[config.mk]
export PLATFORM = sky130hd
export DESIGN_NAME = rsmr_regs
export DESIGN_NICKNAME = d
export VERILOG_FILES = /design/src/rsmr_pkg.sv /design/src/rsmr_line_sampler.sv /design/src/rsmr_mode_decode.sv /design/src/rsmr_regs.sv
export SDC_FILE = /design/constraint.sdc
export NUM_CORES = 1
export LEC_CHECK = 0
export BUFFER_PORTS_ARGS = -buffer_cell sky130_fd_sc_hd__buf_2
export CAP_MARGIN = 20
export CORE_AREA = 2 2 94 96
export CTS_BUF_LIST = sky130_fd_sc_hd__clkbuf_8
export DETAILED_ROUTE_END_ITERATION = 8
export DIE_AREA = 0 0 96 98
export HOLD_SLACK_MARGIN = 0.06
export PLACE_DENSITY = 0.77
export SYNTH_ARGS = -nofsm -noshare
export SYNTH_HDL_FRONTEND = slang
export SYNTH_SLANG_ARGS = --single-unit
[constraint.sdc]
create_clock -name sys_clk_i -period 2.2 [get_ports sys_clk_i]
set_input_delay 0.11 -clock sys_clk_i [delete_from_list [all_inputs] [get_ports sys_clk_i]]
set_output_delay 0.11 -clock sys_clk_i [all_outputs]
set_load 0.03 [all_outputs]
[src/rsmr_pkg.sv]
/*
 * Shared constants and types for the regulator status and mode register slice.
 * Assumes an 8-bit register address space reached over a two-wire serial bus.
 */
package rsmr_pkg;

    // Register addresses
    localparam logic [7:0] ADDR_PGOOD_MASK   = 8'h08;  // Power-good interrupt mask
    localparam logic [7:0] ADDR_STATUS_B     = 8'h0C;  // Buck and linreg 9..15 power-good
    localparam logic [7:0] ADDR_BOOST_STATUS = 8'h0D;  // Buck-boost status
    localparam logic [7:0] ADDR_RSVD_LO      = 8'h0E;  // Reserved gap, low
    localparam logic [7:0] ADDR_RSVD_HI      = 8'h0F;  // Reserved gap, high
    localparam logic [7:0] ADDR_MODE_A       = 8'h10;  // Linregs 1..4
    localparam logic [7:0] ADDR_MODE_B       = 8'h11;  // Linregs 5..8
    localparam logic [7:0] ADDR_MODE_C       = 8'h12;  // Linregs 9..12
    localparam logic [7:0] ADDR_MODE_D       = 8'h13;  // Linregs 13..15

    // Reset values
    localparam logic [7:0] RST_PGOOD_MASK = 8'hFF;  // All power-good events blocked
    localparam logic [7:0] RST_MODE       = 8'h00;  // All linregs off, normal mode
    localparam logic [7:0] RST_STATUS     = 8'h00;  // Status before first sample
    localparam logic [7:0] READ_ZERO      = 8'h00;  // Answer of unmapped addresses

    // Field layout
    localparam logic [7:0] MODE_D_WRITABLE = 8'h3F;  // Bits 7:6 reserved
    localparam int         BUCK_GOOD_BIT   = 7;      // In status b
    localparam int         BOOST_GOOD_BIT  = 2;      // In boost status
    localparam int         BOOST_OVP_BIT   = 1;      // In boost status
    localparam int         BOOST_OCP_BIT   = 0;      // In boost status
    localparam int         BOOST_RSVD_W    = 5;      // Bits 7:3 read zero
    localparam int         LINREG_COUNT    = 15;     // Linear regulators
    localparam int         PAIRS_PER_REG   = 4;      // Enable/low-power pairs per byte
    localparam int         MODE_REGS       = 4;      // Mode registers
    localparam int         STAT_B_LINREGS  = 7;      // Linregs 9..15 in status b

    // Serial framing
    localparam logic [3:0] BYTE_BITS = 4'h8;  // Bits per byte on the wire

    // Buck-boost status, packed in register bit order 2..0
    typedef struct packed {
        logic pgood;        // Power good
        logic overvoltage;  // Overvoltage protection active
        logic overcurrent;  // Overcurrent protection active
    } rsmr_boost_status_t;

    // Decoded serial line events
    typedef struct packed {
        logic scl_rise;  // Clock line went high
        logic scl_fall;  // Clock line went low
        logic start;     // Data fell while clock high
        logic stop;      // Data rose while clock high
        logic sda;       // Sampled data level
    } rsmr_bus_ev_t;

    // Serial slave states
    typedef enum logic [2:0] {
        ST_IDLE,
        ST_ADDR,
        ST_ADDR_ACK,
        ST_WRITE,
        ST_WACK,
        ST_RDATA,
        ST_RACK
    } rsmr_state_t;

endpackage : rsmr_pkg

[src/rsmr_line_sampler.sv]
/*
 * Samples the serial clock and data lines and derives edge, start and stop events.
 * Assumes both lines are already synchronous to sys_clk_i.
 */
module rsmr_line_sampler
    import rsmr_pkg::*;
(
    input  wire logic         sys_clk_i,  // System clock
    input  wire logic         reset_i,    // Synchronous reset, active high
    input  wire logic         scl_i,      // Serial clock line level
    input  wire logic         sda_i,      // Serial data line level
    output rsmr_bus_ev_t      ev_o        // Decoded line events
);

    logic scl_q;    // Current clock sample
    logic scl_d;    // Previous clock sample
    logic sda_q;    // Current data sample
    logic sda_d;    // Previous data sample

    // Two-deep history; idle bus reads high so reset to one
    always_ff @(posedge sys_clk_i) begin
        if (reset_i) begin
            scl_q <= 1'b1;
            scl_d <= 1'b1;
            sda_q <= 1'b1;
            sda_d <= 1'b1;
        end else begin
            scl_q <= scl_i;
            scl_d <= scl_q;
            sda_q <= sda_i;
            sda_d <= sda_q;
        end
    end

    // Start and stop need the clock high on both samples, so they never meet an edge
    always_comb begin
        ev_o.scl_rise = scl_q & ~scl_d;
        ev_o.scl_fall = ~scl_q & scl_d;
        ev_o.start    = scl_q & scl_d & sda_d & ~sda_q;
        ev_o.stop     = scl_q & scl_d & ~sda_d & sda_q;
        ev_o.sda      = sda_q;
    end

endmodule : rsmr_line_sampler

[src/rsmr_mode_decode.sv]
/*
 * Unpacks the four mode registers into per-regulator enable and low-power lines.
 * Assumes the bank is ordered mode a in bits 7:0 up to mode d in bits 31:24.
 */
module rsmr_mode_decode
    import rsmr_pkg::*;
#(
    parameter int N_LINREG = LINREG_COUNT  // Regulators decoded
)(
    input  wire logic [8*MODE_REGS-1:0] mode_bank_i,                // Mode registers
    output logic      [N_LINREG-1:0]    linreg_output_enable_o,     // Index 0 is regulator 1
    output logic      [N_LINREG-1:0]    linreg_low_power_select_o   // Index 0 is regulator 1
);

    // Regulator i sits in byte i/4, enable directly above its low-power bit
    for (genvar i = 0; i < N_LINREG; i++) begin : g_pair
        localparam int BASE = 8 * (i / PAIRS_PER_REG) + 2 * (i % PAIRS_PER_REG);
        assign linreg_output_enable_o[i]    = mode_bank_i[BASE + 1];
        assign linreg_low_power_select_o[i] = mode_bank_i[BASE];
    end

endmodule : rsmr_mode_decode

[src/rsmr_regs.sv]
/*
 * Regulator status and mode register slice with its two-wire serial slave.
 * Assumes synchronous line inputs and an external pad that pulls data low
 * while sda_oe_o is high. Status inputs are level flags from the analog side.
 */
// Contract
// - 0x0C holds buck and linreg 15..9 good
// - 0x0D bit 2 is buck-boost good
// - 0x0D bit 1 is buck-boost overvoltage
// - 0x0D bit 0 overcurrent, 7:3 zero
// - Enable bit: zero off, one on
// - Low-power bit: zero normal, one low-power
// - 0x10 holds linregs 1..4, reset zero
// - 0x11 holds linregs 5..8, enable above
// - 0x12 holds linregs 9..12
// - 0x13 holds linregs 13..15, 7:6 reserved
// - 0x08 mask gates power-good events, one blocks
module rsmr_regs
    import rsmr_pkg::*;
#(
    parameter logic [6:0] DEV_ADDR = 7'h60  // Serial slave address
)(
    input  wire logic                    sys_clk_i,                  // System clock, 200 MHz
    input  wire logic                    reset_i,                    // Synchronous reset, active high
    input  wire logic                    scl_i,                      // Serial clock line
    input  wire logic                    sda_i,                      // Serial data line level
    output logic                         sda_o,                      // Data drive value, always low
    output logic                         sda_oe_o,                   // High while pulling data low
    input  wire logic                    buck_power_good_flag_i,     // Buck power good
    input  wire logic [STAT_B_LINREGS-1:0] linreg_power_good_flag_i, // Bit 0 is linreg 9
    input  wire rsmr_boost_status_t      boost_status_i,             // Buck-boost flags
    output logic [LINREG_COUNT-1:0]      linreg_output_enable_o,     // Index 0 is linreg 1
    output logic [LINREG_COUNT-1:0]      linreg_low_power_select_o,  // Index 0 is linreg 1
    output logic [7:0]                   pgood_event_o               // Unmasked status b change
);

    rsmr_bus_ev_t       ev;          // Line events
    rsmr_state_t        state_q;     // Slave state
    logic [3:0]         bit_cnt_q;   // Bits seen in current byte
    logic [7:0]         shift_q;     // Receive shifter
    logic [7:0]         tx_q;        // Transmit shifter
    logic [7:0]         ptr_q;       // Register pointer
    logic               rw_q;        // Transfer is a read
    logic               first_q;     // Next written byte is the pointer
    logic               nack_q;      // Master refused more data
    logic               sda_oe_q;    // Data pull-down
    logic [7:0]         status_b_q;  // Buck and linreg good flags
    rsmr_boost_status_t boost_q;     // Buck-boost flags
    logic [7:0]         mask_q;      // Power-good event mask
    logic [7:0]         mode_q [MODE_REGS];  // Mode registers a..d
    logic [7:0]         next_status_b;       // Status about to be captured
    logic [7:0]         tx_load;             // Byte at the pointer
    logic               wr_stb;              // Data byte write, this cycle

    // Register read decode; unmapped addresses answer zero
    function automatic logic [7:0] rsmr_read(input logic [7:0] addr);
        logic [7:0] val;
        val = READ_ZERO;
        unique case (addr)
            ADDR_PGOOD_MASK:   val = mask_q;
            ADDR_STATUS_B:     val = status_b_q;
            ADDR_BOOST_STATUS: val = {{BOOST_RSVD_W{1'b0}}, boost_q};
            ADDR_MODE_A:       val = mode_q[0];
            ADDR_MODE_B:       val = mode_q[1];
            ADDR_MODE_C:       val = mode_q[2];
            ADDR_MODE_D:       val = mode_q[3];
            default:           val = READ_ZERO;
        endcase
        return val;
    endfunction : rsmr_read

    rsmr_line_sampler u_sampler (
        .sys_clk_i (sys_clk_i),
        .reset_i   (reset_i),
        .scl_i     (scl_i),
        .sda_i     (sda_i),
        .ev_o      (ev)
    );

    rsmr_mode_decode #(
        .N_LINREG (LINREG_COUNT)
    ) u_decode (
        .mode_bank_i               ({mode_q[3], mode_q[2], mode_q[1], mode_q[0]}),
        .linreg_output_enable_o    (linreg_output_enable_o),
        .linreg_low_power_select_o (linreg_low_power_select_o)
    );

    assign sda_o    = 1'b0;      // Open drain: only ever pulls low
    assign sda_oe_o = sda_oe_q;
    assign tx_load  = rsmr_read(ptr_q);
    assign wr_stb   = (state_q == ST_WRITE) && ev.scl_fall && (bit_cnt_q == BYTE_BITS) && !first_q;
    assign next_status_b = {buck_power_good_flag_i, linreg_power_good_flag_i};

    // Serial slave: address, pointer, data bytes with auto-increment
    always_ff @(posedge sys_clk_i) begin
        if (reset_i) begin
            state_q   <= ST_IDLE;
            bit_cnt_q <= 4'h0;
            shift_q   <= 8'h00;
            tx_q      <= 8'h00;
            ptr_q     <= 8'h00;
            rw_q      <= 1'b0;
            first_q   <= 1'b0;
            nack_q    <= 1'b0;
            sda_oe_q  <= 1'b0;
        end else if (ev.start) begin
            // Repeated start aborts any byte in flight
            state_q   <= ST_ADDR;
            bit_cnt_q <= 4'h0;
            sda_oe_q  <= 1'b0;
        end else if (ev.stop) begin
            state_q   <= ST_IDLE;
            sda_oe_q  <= 1'b0;
        end else begin
            unique case (state_q)
                ST_IDLE: begin
                    // Wait for a start
                end
                ST_ADDR: begin
                    if (ev.scl_rise) begin
                        shift_q   <= {shift_q[6:0], ev.sda};
                        bit_cnt_q <= bit_cnt_q + 4'h1;
                    end else if (ev.scl_fall && bit_cnt_q == BYTE_BITS) begin
                        if (shift_q[7:1] == DEV_ADDR) begin
                            sda_oe_q <= 1'b1;   // Acknowledge our address
                            rw_q     <= shift_q[0];
                            state_q  <= ST_ADDR_ACK;
                        end else begin
                            state_q  <= ST_IDLE;  // Someone else's transfer
                        end
                    end
                end
                ST_ADDR_ACK: begin
                    if (ev.scl_fall) begin
                        bit_cnt_q <= 4'h0;
                        first_q   <= 1'b1;
                        if (rw_q) begin
                            tx_q     <= tx_load;
                            sda_oe_q <= ~tx_load[7];
                            state_q  <= ST_RDATA;
                        end else begin
                            sda_oe_q <= 1'b0;
                            state_q  <= ST_WRITE;
                        end
                    end
                end
                ST_WRITE: begin
                    if (ev.scl_rise) begin
                        shift_q   <= {shift_q[6:0], ev.sda};
                        bit_cnt_q <= bit_cnt_q + 4'h1;
                    end else if (ev.scl_fall && bit_cnt_q == BYTE_BITS) begin
                        sda_oe_q <= 1'b1;
                        state_q  <= ST_WACK;
                        if (first_q) begin
                            ptr_q   <= shift_q;
                            first_q <= 1'b0;
                        end else begin
                            ptr_q   <= ptr_q + 8'h01;
                        end
                    end
                end
                ST_WACK: begin
                    if (ev.scl_fall) begin
                        sda_oe_q  <= 1'b0;
                        bit_cnt_q <= 4'h0;
                        state_q   <= ST_WRITE;
                    end
                end
                ST_RDATA: begin
                    if (ev.scl_rise) begin
                        bit_cnt_q <= bit_cnt_q + 4'h1;
                    end else if (ev.scl_fall) begin
                        if (bit_cnt_q == BYTE_BITS) begin
                            sda_oe_q <= 1'b0;   // Release for the master's answer
                            ptr_q    <= ptr_q + 8'h01;
                            state_q  <= ST_RACK;
                        end else begin
                            sda_oe_q <= ~tx_q[6];
                            tx_q     <= {tx_q[6:0], 1'b0};
                        end
                    end
                end
                ST_RACK: begin
                    if (ev.scl_rise) begin
                        nack_q <= ev.sda;
                    end else if (ev.scl_fall) begin
                        if (!nack_q) begin
                            tx_q      <= tx_load;
                            sda_oe_q  <= ~tx_load[7];
                            bit_cnt_q <= 4'h0;
                            state_q   <= ST_RDATA;
                        end else begin
                            state_q   <= ST_IDLE;
                        end
                    end
                end
            endcase
        end
    end

    // Status capture; flags are levels, so a read shows the last sampled state
    always_ff @(posedge sys_clk_i) begin
        if (reset_i) begin
            status_b_q <= RST_STATUS;
            boost_q    <= rsmr_boost_status_t'(RST_STATUS[2:0]);
        end else begin
            status_b_q <= next_status_b;
            boost_q    <= boost_status_i;
        end
    end

    // Power-good change events, gated by the mask; a one blocks
    always_ff @(posedge sys_clk_i) begin
        if (reset_i) begin
            pgood_event_o <= 8'h00;
        end else begin
            pgood_event_o <= (next_status_b ^ status_b_q) & ~mask_q;
        end
    end

    // Writable registers; status and reserved addresses ignore writes
    always_ff @(posedge sys_clk_i) begin
        if (reset_i) begin
            mask_q <= RST_PGOOD_MASK;
            for (int k = 0; k < MODE_REGS; k++) begin
                mode_q[k] <= RST_MODE;
            end
        end else if (wr_stb) begin
            unique case (ptr_q)
                ADDR_PGOOD_MASK: mask_q    <= shift_q;
                ADDR_MODE_A:     mode_q[0] <= shift_q;
                ADDR_MODE_B:     mode_q[1] <= shift_q;
                ADDR_MODE_C:     mode_q[2] <= shift_q;
                ADDR_MODE_D:     mode_q[3] <= shift_q & MODE_D_WRITABLE;
                default: begin
                    // Read-only or reserved: no effect
                end
            endcase
        end
    end
endmodule : rsmr_regs

==> out/qor.yml <==
h-tree-depth: 3
status: "complete, no violations"
gp_congestion: 0.8944
drcViolationCount: 0
core_sq_mm: 0.008466
syn-num-nets: 472
swShare_pct: 24.81
clockPowerShare_pct: 33.9
synth.cell_area_sq_mm: 0.004442
fin_nets: 547
wl_per_cell_microns: 16.40
rows: 34
power_switching_mw: 0.7721
criticalPathCategory: "flip-flop to flip-flop"
drtIter0Drc: 232
root_buffer: "clkbuf_8"
start_kind: "flip-flop"
pin_count: 55
synthArstFlopShare_pct: 0
fin_util_pct: 62.30
yosysWarnings: 0
internal-power_mw: 2.340
postRouteAntennaNets: 0
cp_max_fo: 16
synth_top_flop_cell: "dfxtp_1"
n_fill_cell: 723
via_count: 3723
p_comb_share_pct: 6.3
drive_above_1_share_pct: 21.47
dpl_cell_area_sq_mm: 0.004946
die_y_microns: 98
synth_edf_count: 30
slew_violations: 0
path_clk_slew_ns: 0.10
grt_pass1_vias: 3459
clk_path_buf_depth: 2
yosysSeqAreaShare_pct: 49.58
synthCells: 451
reg2reg_depth: 7
cts_setup_buffers: 0
clock_skew_ns: 0.01156
viasPerCell: 5.826
synth_top_area_share_pct: 29.30
stdcell_area_sq_mm: 0.005274
hold_path.class: "input pin to flip-flop"
synth_area_leaders: "dfxtp_1, edfxtp_1, and3_1"
seq_power_share_pct: 59.8
holdPathStages: 2
crit_path_end_kind: "flip-flop"
grt_pass1_wl_mm: 16.75
syn_area_per_cell_sq_um: 9.849
period_share_pct: 95.65
worstPathRequired_ns: 2.45
diodes: 0
cts_sinks: 95
synth_cell_types: 60
power_density_mw_per_mm2: 590.0
timing.final.crit_period_ns: 2.104
antenna_found_initial: 0
cp_data_arrival_time_ns: 2.36
finalPower_mw: 3.112
grt_overflow: 0
first_pass_iters: 5
port_buffers: 53
initial_core_util_pct: 52.47
peakVddDrop_uv: 402.3
syn_to_final_growth_pct: 18.73
clkLatencyLatePin_ns: 0.36
setup_viol: 0
leakagePower_nw: 2.056
maxCapViolCount: 0
die_w_microns: 96
grt_max_degree: 38
fmax_mhz: 475.2
cts_tree: "done"
cts_buffers: 9
die-area_sq_mm: 0.009408
slew_headroom_pct: 63.85
synth_seq_cells: 95
wl_mm: 10.48
gr-usage-all-layers_pct: 23.05
worst_slew_pin_slew_ns: 0.5423
hpwl_mm: 7.410
hold_viol: 0
yosys.area.top_type: "dfxtp_1"
tns_ns: 0
==> per-stage QoR <==
stage	worst slack, ns	hold slack (ns)	std cells
final	0.09564	0.2249	639
after CTS	0.03820	0.2132	639
after detailed placement	0.05040	0.2952	610
after floorplan	0.02978	0.2138	451
after global placement	0.09061	0.2926	610
after global routing	-0.008753	0.2275	639
==> path summary, 6_finish.rpt <==
| kind | startpoint | slack, ns | to |
|---|---|---|---|
| worst min-delay path | reset_i | 0.22 | ptr_q[2] |
| worst max-delay path | bit_cnt_q[1] | 0.1 | mask_q[4] |
| worst max register to register | bit_cnt_q[1] | 0.1 | mask_q[4] |
| worst min register to register | mask_q[5] | 0.45 | pgood_event_o[5] |
==> critical path: stages (launching register included) <==
cell and delay [ns]:
dfxtp_1 0.32, inv_1 0.06, ha_2 0.20, nand3b_4 0.08, or4b_4 0.55, or3_1 0.34, buf_6 0.16, a211o_1 0.30
==> routing by layer <==
| metal | track usage (%) | vias to the layer above | wire (microns) |
|---|---|---|---|
| li1 | - | 1795 | - |
| met4 | 9.121 | 0 | 240 |
| met2 | 36.49 | 160 | 4941 |
| met5 | 0 | - | 0 |
| met3 | 4.321 | 19 | 830 |
| met1 | 31.02 | 1749 | 4470 |
==> final cells by class <==
cell class | count | area [sq um] | area share, %
sequential | 95 | 2203 | 41.78
clock inverter | 7 | 56.30 | 1.068
multi-input combinational | 310 | 2066 | 39.17
clock buffer | 9 | 123.9 | 2.349
inverter | 14 | 52.55 | 0.9964
tap | 108 | 135.1 | 2.562
timing repair buffer | 96 | 636.9 | 12.08
==> kinds of logic after synthesis <==
family	count (synthesis)	share of synthesized area (%)
XOR/XNOR	13	2.563
buffers and inverters	46	4.366
adder cells (fa/ha/maj)	6	1.690
other	1	0.08443
flip-flops	95	49.58
AND/OR/NAND/NOR	173	21.66
AO/OA/AOI/OAI	99	16.00
multiplexers	18	4.056
==> synth_stat cells (all sizes together) (2+ instances only) <==
master and n:
dfxtp 65, nor2 41, and3 30, edfxtp 30, clkbuf 22, nor3 19, mux2i 18, nand2 15
nand3 15, a21oi 14, inv 14, o21ai 14, nor2b 13, xnor2 12, a221oi 10, buf 10
a211o 9, o22ai 7, a21o 6, a22o 6, ha 6, nor3b 6, nand3b 5, or2 5
a211oi 4, a31oi 4, nand2b 4, or3 4, a22oi 3, and2 3, o31ai 3, a21boi 2
a222oi 2, and3b 2, nand4 2, nor4 2, o211ai 2, o21a 2, o21bai 2, o41ai 2
==> sequential cells by signal, indices dropped and copies added, names as in the netlist <==
| signal | cells |
|---|---|
| u_sampler.scl_q | 1 |
| state_q | 3 |
| first_q | 1 |
| shift_q | 8 |
| mode_q | 30 |
| u_sampler.scl_d | 1 |
| bit_cnt_q | 4 |
| rw_q | 1 |
| pgood_event_o | 8 |
| sda_oe_o | 1 |
| status_b_q | 8 |
| u_sampler.sda_q | 1 |
| nack_q | 1 |
| mask_q | 8 |
| boost_q | 3 |
| tx_q | 7 |
| u_sampler.sda_d | 1 |
| ptr_q | 8 |
==> power by group through the flow <==
stage                     Clock [mW]  Sequential [mW]  Combinational, mW
after floorplan                    0             1.94             0.0799
after global placement             0             1.90              0.175
after detailed placement           0             1.90              0.178
after CTS                       1.07             1.86              0.196
after global routing            1.16             1.87              0.213
final                           1.05             1.86              0.196
==> cell usage in the layout (no fill, tap or decap), drive strengths merged, types with 10 or more instances in the layout <==
cell          n
a21oi        14
nand3        15
buf          83
mux2i        18
xnor2        12
nor3         19
o21ai        14
a221oi       10
nor2b        13
dlygate4sd3  13
edfxtp       30
nand2        15
inv          18
nor2         41
dfxtp        65
and3         30
==> repair_timing <==
| item | CTS | global route |
|---|---|---|
| hold buffers | 13 | 0 |
| resized for setup | 0 | 7 |
| endpoints found under the setup margin | 0 | 38 |
| hold endpoints to repair | 21 | 0 |
Note: power is estimated with default switching activity, not from simulation.
